<file path="src/rtl/dpw_pkg.sv">
// Constants for the page-mode DRAM write timing controller.
// Assumes a 25 MHz system clock shared with the processor bus.
package dpw_pkg;
    localparam int unsigned ROW_BITS      = 22;  // Upper address bits of a page
    localparam int unsigned ADDR_BITS     = 32;
    localparam logic [3:0]  ACK_READ      = 4'h4; // Single read latency
    localparam logic [3:0]  ACK_BLOCK     = 4'h7; // Block refill latency
    localparam logic [3:0]  ACK_WRITE     = 4'h3; // First write latency
    localparam logic [3:0]  ACK_PAGE      = 4'h2; // Page write latency
    localparam logic [3:0]  REFRESH_LEN   = 4'h4; // Refresh cycle length
    localparam logic [3:0]  CNT_RST       = 4'h0;

    // Controller states
    typedef enum logic [2:0] {
        DPW_IDLE     = 3'b000,
        DPW_ACCESS   = 3'b001,
        DPW_IDLE_RAS = 3'b010,
        DPW_PRECHG   = 3'b011,
        DPW_REFRESH  = 3'b100
    } dpw_state_t;

    // Access kinds
    typedef enum logic [2:0] {
        DPW_K_READ   = 3'b000,
        DPW_K_BLOCK  = 3'b001,
        DPW_K_WRITE  = 3'b010,
        DPW_K_PAGE   = 3'b011,
        DPW_K_REF    = 3'b100
    } dpw_kind_t;
endpackage

</file>
<file path="src/rtl/dpw_cycle_cnt.sv">
// Cycle counter that times one external access.
// Assumes the controller clears it at the start of every access.
`timescale 1ns/1ps
module dpw_cycle_cnt (
    input  wire logic       i_clk,
    input  wire logic       i_sys_rst,
    input  wire logic       i_ce,
    input  wire logic       i_clear,
    input  wire logic       i_run,
    output logic [3:0]      o_count
);
    logic [3:0] cnt_ff;
    logic [3:0] nxt_cnt;

    // Clear wins over run; the counter saturates rather than wrapping
    assign nxt_cnt = i_clear ? dpw_pkg::CNT_RST :
                     (i_run && cnt_ff != 4'hF) ? cnt_ff + 4'h1 : cnt_ff;

    // Counter register
    always_ff @(posedge i_clk) begin
        if (i_sys_rst) begin
            cnt_ff <= dpw_pkg::CNT_RST;
        end else if (i_ce) begin
            cnt_ff <= nxt_cnt;
        end
    end

    assign o_count = cnt_ff;
endmodule

</file>
<file path="src/rtl/dpw_ctrl.sv">
// Page-mode DRAM access sequencer with open-row page writes.
// Assumes bus strobes are synchronous to i_clk; refresh request is a
// level held until acknowledged.
// Functional notes
// - Write with near-write hint counts as page write on same upper 22 bits
// - Page write reuses the open row and skips row activation
// - Page write acknowledge comes 2 cycles after access start
// - Non-page access from open-row idle first precharges RAS high
// - Single read acknowledge comes 4 cycles after access start
// - Block refill read acknowledge comes 7 cycles after access start
// - First write acknowledge comes 3 cycles after access start
// - After any write, idle with RAS kept asserted
// - Open-row idle takes page write on hinted same-row write, leaves on any other request, else stays
`timescale 1ns/1ps
module dpw_ctrl (
    input  wire logic        i_clk,
    input  wire logic        i_sys_rst,
    input  wire logic        i_ce,
    input  wire logic        i_cs,
    input  wire logic        i_rd,
    input  wire logic        i_wr,
    input  wire logic        i_burst,
    input  wire logic        i_near_write_hint,
    input  wire logic        i_ref_req,
    input  wire logic [31:0] i_addr,
    output logic             o_ack,
    output logic             o_ras_n,
    output logic             o_cas_n,
    output logic             o_ref_ack,
    output logic [2:0]       o_kind
);
    dpw_pkg::dpw_state_t state_ff, nxt_state;
    dpw_pkg::dpw_kind_t  kind_ff, nxt_kind;
    logic [dpw_pkg::ROW_BITS-1:0] row_ff;
    logic                row_ok_ff;
    logic                ack_ff, ras_n_ff, cas_n_ff, ref_ack_ff;
    logic [3:0]          count;
    logic                cnt_clear, cnt_run;

    // Latency for each kind; used by both ack and end detection
    function automatic logic [3:0] ack_at(input dpw_pkg::dpw_kind_t k);
        unique case (k)
            dpw_pkg::DPW_K_READ:  ack_at = dpw_pkg::ACK_READ;
            dpw_pkg::DPW_K_BLOCK: ack_at = dpw_pkg::ACK_BLOCK;
            dpw_pkg::DPW_K_WRITE: ack_at = dpw_pkg::ACK_WRITE;
            dpw_pkg::DPW_K_PAGE:  ack_at = dpw_pkg::ACK_PAGE;
            dpw_pkg::DPW_K_REF:   ack_at = dpw_pkg::REFRESH_LEN;
            default:              ack_at = dpw_pkg::ACK_READ;
        endcase
    endfunction

    // Request decode
    wire rd_req  = i_cs & i_rd;
    wire wr_req  = i_cs & i_wr;
    wire any_req = rd_req | wr_req | i_ref_req;
    wire same_row = row_ok_ff &&
        (i_addr[31 -: dpw_pkg::ROW_BITS] == row_ff);
    // Hint is trusted only when the held row really matches
    wire page_hit = wr_req & i_near_write_hint & same_row & ~i_ref_req;
    wire dpw_pkg::dpw_kind_t req_kind =
        i_ref_req ? dpw_pkg::DPW_K_REF :
        rd_req    ? (i_burst ? dpw_pkg::DPW_K_BLOCK : dpw_pkg::DPW_K_READ) :
                    dpw_pkg::DPW_K_WRITE;
    // Count 0 is the first access cycle; ack stands in the cycle where the
    // count reaches N, that is N edges after RAS fell for the access
    wire at_end   = (count == ack_at(kind_ff));
    wire is_write = (kind_ff == dpw_pkg::DPW_K_WRITE) ||
                    (kind_ff == dpw_pkg::DPW_K_PAGE);

    // Next-state selection
    always_comb begin
        nxt_state = state_ff;
        nxt_kind  = kind_ff;
        cnt_clear = 1'b0;
        unique case (state_ff)
            dpw_pkg::DPW_IDLE: begin
                cnt_clear = 1'b1;
                if (any_req) begin
                    nxt_state = (req_kind == dpw_pkg::DPW_K_REF) ?
                        dpw_pkg::DPW_REFRESH : dpw_pkg::DPW_ACCESS;
                    nxt_kind  = req_kind;
                end
            end
            dpw_pkg::DPW_IDLE_RAS: begin
                cnt_clear = 1'b1;
                if (page_hit) begin
                    nxt_state = dpw_pkg::DPW_ACCESS;
                    nxt_kind  = dpw_pkg::DPW_K_PAGE;
                end else if (any_req) begin
                    nxt_state = dpw_pkg::DPW_PRECHG;
                    nxt_kind  = req_kind;
                end
            end
            dpw_pkg::DPW_PRECHG: begin
                cnt_clear = 1'b1;
                nxt_state = (kind_ff == dpw_pkg::DPW_K_REF) ?
                    dpw_pkg::DPW_REFRESH : dpw_pkg::DPW_ACCESS;
            end
            dpw_pkg::DPW_ACCESS: begin
                if (at_end) begin
                    cnt_clear = 1'b1;
                    nxt_state = is_write ? dpw_pkg::DPW_IDLE_RAS
                                         : dpw_pkg::DPW_IDLE;
                end
            end
            dpw_pkg::DPW_REFRESH: begin
                if (at_end) begin
                    cnt_clear = 1'b1;
                    nxt_state = dpw_pkg::DPW_IDLE;
                end
            end
            default: nxt_state = dpw_pkg::DPW_IDLE;
        endcase
    end

    assign cnt_run = (state_ff == dpw_pkg::DPW_ACCESS) ||
                     (state_ff == dpw_pkg::DPW_REFRESH);

    dpw_cycle_cnt u_cnt (
        .i_clk     (i_clk),
        .i_sys_rst (i_sys_rst),
        .i_ce      (i_ce),
        .i_clear   (cnt_clear),
        .i_run     (cnt_run),
        .o_count   (count)
    );

    // Pin-level next values; RAS stays low across open-row idle
    wire nxt_ras_n = ~((nxt_state == dpw_pkg::DPW_ACCESS) ||
                       (nxt_state == dpw_pkg::DPW_REFRESH) ||
                       (nxt_state == dpw_pkg::DPW_IDLE_RAS));
    wire nxt_cas_n = ~(cnt_run && !cnt_clear && count != 4'h0);
    wire nxt_ack   = (state_ff == dpw_pkg::DPW_ACCESS) &&
                     (count == ack_at(kind_ff) - 4'h1);
    // Raised in the last refresh cycle, like ack, so a level request that
    // is dropped on seeing it is not taken a second time from idle
    wire nxt_ref_ack = (state_ff == dpw_pkg::DPW_REFRESH) &&
                       (count == dpw_pkg::REFRESH_LEN - 4'h1);
    // Row is captured when a first write opens it
    wire open_row  = (state_ff == dpw_pkg::DPW_ACCESS) && at_end &&
                     (kind_ff == dpw_pkg::DPW_K_WRITE);
    wire close_row = (nxt_state == dpw_pkg::DPW_PRECHG) ||
                     (nxt_state == dpw_pkg::DPW_IDLE);

    // State register
    always_ff @(posedge i_clk) begin
        if (i_sys_rst) begin
            state_ff <= dpw_pkg::DPW_IDLE;
            kind_ff  <= dpw_pkg::DPW_K_READ;
        end else if (i_ce) begin
            state_ff <= nxt_state;
            kind_ff  <= nxt_kind;
        end
    end

    // Open row tracking
    always_ff @(posedge i_clk) begin
        if (i_sys_rst) begin
            row_ff    <= '0;
            row_ok_ff <= 1'b0;
        end else if (i_ce) begin
            if (state_ff != dpw_pkg::DPW_IDLE_RAS &&
                nxt_state == dpw_pkg::DPW_ACCESS && req_kind ==
                dpw_pkg::DPW_K_WRITE) begin
                row_ff <= i_addr[31 -: dpw_pkg::ROW_BITS];
            end
            if (open_row) begin
                row_ok_ff <= 1'b1;
            end else if (close_row) begin
                row_ok_ff <= 1'b0;
            end
        end
    end

    // Output registers
    always_ff @(posedge i_clk) begin
        if (i_sys_rst) begin
            ack_ff     <= 1'b0;
            ras_n_ff   <= 1'b1;
            cas_n_ff   <= 1'b1;
            ref_ack_ff <= 1'b0;
        end else if (i_ce) begin
            ack_ff     <= nxt_ack;
            ras_n_ff   <= nxt_ras_n;
            cas_n_ff   <= nxt_cas_n;
            ref_ack_ff <= nxt_ref_ack;
        end
    end

    assign o_ack     = ack_ff;
    assign o_ras_n   = ras_n_ff;
    assign o_cas_n   = cas_n_ff;
    assign o_ref_ack = ref_ack_ff;
    assign o_kind    = kind_ff;

    // Cycles since the access started, for checking ack latency
    logic [3:0] chk_cnt_ff;
    always_ff @(posedge i_clk) begin
        if (i_sys_rst) begin
            chk_cnt_ff <= 4'h0;
        end else if (i_ce) begin
            chk_cnt_ff <= (state_ff == dpw_pkg::DPW_ACCESS) ?
                          chk_cnt_ff + 4'h1 : 4'h0;
        end
    end

    a_page_ack_two: assert property (@(posedge i_clk)
        disable iff (i_sys_rst)
        (o_ack && kind_ff == dpw_pkg::DPW_K_PAGE && i_ce) |->
        chk_cnt_ff == 4'h2)
        else $error("page write ack latency wrong");
    a_read_ack_four: assert property (@(posedge i_clk)
        disable iff (i_sys_rst)
        (o_ack && kind_ff == dpw_pkg::DPW_K_READ && i_ce) |->
        chk_cnt_ff == 4'h4)
        else $error("single read ack latency wrong");
    a_block_ack_seven: assert property (@(posedge i_clk)
        disable iff (i_sys_rst)
        (o_ack && kind_ff == dpw_pkg::DPW_K_BLOCK && i_ce) |->
        chk_cnt_ff == 4'h7)
        else $error("block read ack latency wrong");
    a_write_ack_three: assert property (@(posedge i_clk)
        disable iff (i_sys_rst)
        (o_ack && kind_ff == dpw_pkg::DPW_K_WRITE && i_ce) |->
        chk_cnt_ff == 4'h3)
        else $error("first write ack latency wrong");
    a_idle_ras_low: assert property (@(posedge i_clk)
        disable iff (i_sys_rst)
        (state_ff == dpw_pkg::DPW_IDLE_RAS) |-> !o_ras_n)
        else $error("RAS not held in open-row idle");
    a_precharge_high: assert property (@(posedge i_clk)
        disable iff (i_sys_rst)
        (state_ff == dpw_pkg::DPW_PRECHG) |-> o_ras_n)
        else $error("RAS not precharged");
    a_page_entry: assert property (@(posedge i_clk)
        disable iff (i_sys_rst)
        (state_ff == dpw_pkg::DPW_IDLE_RAS && page_hit && i_ce) |=>
        state_ff == dpw_pkg::DPW_ACCESS && kind_ff == dpw_pkg::DPW_K_PAGE)
        else $error("page write not entered");
    a_page_same_row: assert property (@(posedge i_clk)
        disable iff (i_sys_rst)
        (state_ff == dpw_pkg::DPW_IDLE_RAS && wr_req && i_near_write_hint &&
         !same_row && i_ce) |=> state_ff == dpw_pkg::DPW_PRECHG)
        else $error("mismatched row taken as page write");
    a_page_no_activate: assert property (@(posedge i_clk)
        disable iff (i_sys_rst)
        (state_ff == dpw_pkg::DPW_ACCESS && kind_ff == dpw_pkg::DPW_K_PAGE)
        |-> !o_ras_n && !$past(o_ras_n))
        else $error("page write reactivated row");
    a_prechg_continue: assert property (@(posedge i_clk)
        disable iff (i_sys_rst)
        (state_ff == dpw_pkg::DPW_PRECHG && i_ce) |=>
        state_ff inside {dpw_pkg::DPW_ACCESS, dpw_pkg::DPW_REFRESH})
        else $error("precharge did not continue");

    c_page_write: cover property (@(posedge i_clk)
        o_ack && kind_ff == dpw_pkg::DPW_K_PAGE);
    c_block_read: cover property (@(posedge i_clk)
        o_ack && kind_ff == dpw_pkg::DPW_K_BLOCK);
    c_precharge: cover property (@(posedge i_clk)
        state_ff == dpw_pkg::DPW_PRECHG);
endmodule

</file>
<file path="config.mk">
export PLATFORM = sky130hd
export DESIGN_NAME = dpw_ctrl
export DESIGN_NICKNAME = d
export VERILOG_FILES = /design/src/rtl/dpw_pkg.sv /design/src/rtl/dpw_cycle_cnt.sv /design/src/rtl/dpw_ctrl.sv
export SDC_FILE = /design/constraint.sdc
export NUM_CORES = 1
export LEC_CHECK = 0
export BUFFER_PORTS_ARGS = -buffer_cell sky130_fd_sc_hd__buf_2
export CAP_MARGIN = 40
export CELL_PAD_IN_SITES_DETAIL_PLACEMENT = 0
export CELL_PAD_IN_SITES_GLOBAL_PLACEMENT = 1
export CORE_ASPECT_RATIO = 1.75
export CORE_UTILIZATION = 39
export CTS_CLUSTER_DIAMETER = 30
export DETAILED_ROUTE_END_ITERATION = 16
export GPL_ROUTABILITY_DRIVEN = 1
export GPL_TIMING_DRIVEN = 1
export HOLD_SLACK_MARGIN = 0.05
export PLACE_DENSITY = 0.83
export SLEW_MARGIN = 15
export SYNTH_ARGS = -nofsm -noshare
export SYNTH_HDL_FRONTEND = slang
export SYNTH_SLANG_ARGS = --single-unit
</file>
<file path="constraint.sdc">
create_clock -name i_clk -period 2.65 [get_ports i_clk]
set_input_delay 0.3975 -clock i_clk [delete_from_list [all_inputs] [get_ports i_clk]]
set_output_delay 0.3975 -clock i_clk [all_outputs]
set_load 0.02 [all_outputs]
</file>
==> key figures <==
STA
  – Final Max Slew Viols: 0
  – Final setup violation count: 0
  – Fin Clk Skew: 0.005030 ns
  – Slew @ Worst Pin: 0.7072 ns
  – Final worst-path cycle share: 83.51%
  – RSZ-0062 raised after global routing: no
  – Max-slew headroom: a little over half
  – Fmax achieved: approximately 450 MHz
  – TNS Setup: 0 ns
  – Final hold violation count: 0
  – Tmin final: 2.213 ns

Layout
  – Antenna cell count: 0
  – Area growth syn-to-layout: 14.62%
  – Multi-input logic area: 1289 µm²
  – Filler cells: 557
  – # nets final: 350
  – Commonest non-fill, non-tap cells in the layout: buf_2 (37), dfxtp_1 (37), a21oi_1 (30), nand3_1 (29), o21ai_0 (27)
  – FF+latch area: 740.7 µm²
  – Layout cell share with drive strength beyond 1: 17.21%

Floorplan
  – Die span in y: about 100 µm
  – Die width: 58.43 µm
  – Starting Density: 41.02%
  – Die area: 5887 µm²
  – I/O pins: 48
  – Row Count: 35
  – Core ar.: 5299 µm²

Routing
  – Drt wl/cell: 13.96 µm
  – DRT Pass-1 Iters: 4
  – Final WL: 5332 µm
  – Number of nets with antenna violations after routing: 0
  – Routed vias: 2086
  – DRT iter0 DRCs: 67
  – Vias per cell: 5.461
  – DRC Markers: 0

Global route
  – Largest net degree at the start of global routing: 39
  – Global Route Usage Sum: between 20% and 30%
  – Initial antenna violation count: 0
  – Number of global-route vias before repair: slightly above 2000
  – Global-route wire length before repair: 9370 µm
  – GRT Residual Overflow: 0

Hold path
  – Hold Crit Class: in -> reg
  – Hold EP: row_ff[5]$_SDFFE_PP0P_
  – Hold path start: i_addr[15]
  – Hold Path Stages: 3

Pwr
  – Total power: about 1400 µW
  – PwrDens: roughly 550 nW/µm²
  – VDD IR max: 481.1 µV
  – Leak: 0.0009567 µW

Setup path
  – CP Data Required Time: approximately 2.8 ns
  – Crit. End Element: flip-flop
  – Worst R2R Setup Slack: about 0.44 ns
  – Crit path kind: reg -> reg
  – RR Startpoint: u_cnt.o_count[0]$_SDFFE_PP0P_
  – Crit Path Max Fanout: 10
  – Type of origin of the critical path: flip-flop
  – WP data arrival: between 2 and 2.5 ns
  – RR Endpoint: o_ras_n$_SDFFE_PP1P_
  – Worst r2r path cells: 6

Synth
  – Mapped Nets: ~320
  – Syn Area/Cell: 7.762 µm²
  – FFs w/ async S/R, synth: 0%
  – Library cells used by synthesis: 53
  – Ys flop type: dfxtp_1
  – Cells after Synth: 280
  – Synth Register Bits: 37
  – Synthesized cell area: 2173 µm²
  – Post-synthesis sequential area ratio: between 30% and 40%
  – Post-synth EDFFs: 0
  – YS warnings: 0

Clocking
  – # clock sinks: 37
  – Cts bufs inserted: 5
  – H-tree levels: 2
  – CTS tree: yes
  – Cts hold-fix bufs: 0
  – Root buffer cell: clkbuf_8
  – Clock-pin slew on the worst setup and hold paths: 0.08 ns
  – Worst skew pair latency: 0.29 ns
  – Resized cells post-CTS: 0
  – # Post-CTS Setup Buffers: 0
  – Clock Path Buffers: 2

Place
  – RePlAce Congestion: 0.7837
  – Port buffer count: 37
  – Final HPWL DP: 3857 µm

Run
  – Max-cap violations: 0

Outcome
  – Status: completed
registers in the layout, indices dropped and copies added, names as in the netlist:
register       cells
o_ack              1
o_cas_n            1
o_kind             3
o_ras_n            1
o_ref_ack          1
row_ff            22
row_ok_ff          1
state_ff           3
u_cnt.o_count      4
cell usage after synthesis, types with 3 or more instances:
cell type / instances / area share [%]
o21ai_0: 27 / 6.2
nand2b_1: 4 / 1.2
a31oi_1: 4 / 1.2
nand2_1: 12 / 2.1
or3_1: 3 / 0.86
buf_6: 3 / 1.6
nor4_1: 10 / 2.9
a21oi_1: 30 / 6.9
a21o_1: 3 / 1.0
clkbuf_1: 15 / 2.6
dfxtp_1: 37 / 34
nand3_1: 29 / 6.7
nor2_1: 18 / 3.1
o21ai_1: 3 / 0.69
buf_4: 3 / 1.0
inv_1: 5 / 0.86
nor3_1: 9 / 2.1
xor2_1: 22 / 8.9
worst max path at each step:
stage,startpoint,depth (start not counted),endpoint,slack (ns)
floorplan,o_kind[1]$_SDFFE_PP0P_,8,o_ras_n$_SDFFE_PP1P_,0.47
global placement,i_addr[21],7,o_ras_n$_SDFFE_PP1P_,0.45
detailed placement,i_addr[21],7,o_ras_n$_SDFFE_PP1P_,0.46
CTS,u_cnt.o_count[0]$_SDFFE_PP0P_,6,o_ras_n$_SDFFE_PP1P_,0.45
global route,o_kind[1]$_SDFFE_PP0P_,6,o_ras_n$_SDFFE_PP1P_,0.28
finish,u_cnt.o_count[0]$_SDFFE_PP0P_,6,o_ras_n$_SDFFE_PP1P_,0.44
metal layers:
layer / routed length, µm / vias to the layer above / GRT usage (%)
met3: 116 / 12 / 2.953
met4: 144 / 0 / 10.07
li1: - / 1069 / -
met5: 0 / - / 0
met1: 2113 / 971 / 22.52
met2: 2958 / 34 / 37.40
metrics by stage:
stage / area (µm²) / hold WS [ns] / utilization (%) / worst slack (ns) / instances
floorplan: 2173 / 0.4655 / - / 0.4709 / 280
global placement: 2375 / 0.4504 / 44.82 / 0.4520 / 374
detailed placement: 2375 / 0.4562 / 44.82 / 0.4607 / 374
CTS: 2491 / 0.3635 / 47.01 / 0.4462 / 382
global route: 2491 / 0.3768 / 47.01 / 0.2799 / 382
finish: 2491 / 0.3644 / 47.01 / 0.4370 / 382
worst max-delay path, stage by stage, from the launching register on:
cell       delay (ns)
dfxtp_1          0.54
nor4_1           0.13
a2111oi_2        0.44
o211ai_1         0.19
and3_1           0.22
or3_1            0.39
a31o_1           0.21
cell families after synthesis:
group / Yosys count / share of synthesized area [%]
AND/OR/NAND/NOR: 104 / 25.56
buffers and inverters: 29 / 6.620
flip-flops: 37 / 34.08
AO/OA/AOI/OAI: 85 / 23.32
XOR/XNOR: 23 / 9.269
adder cells (fa/ha/maj): 2 / 1.151
report_power, final:
part / leakage (µW) / internal, µW / switching, µW
Combinational: 0.000598 / 92.5 / 149
Clock: 0.0000585 / 307 / 206
Sequential: 0.000300 / 577 / 27.7
Total: 0.000957 / 976 / 382
final cells by class:
cell class	count	share of cell area, %
clock buffers	7	3.466
clock inverters	1	1.205
inverters	6	0.9041
multi-input cells	214	51.73
flip-flops and latches	37	29.73
well taps	74	3.717
repair buffers	43	9.242
Note: power is estimated with default switching activity, not from simulation.
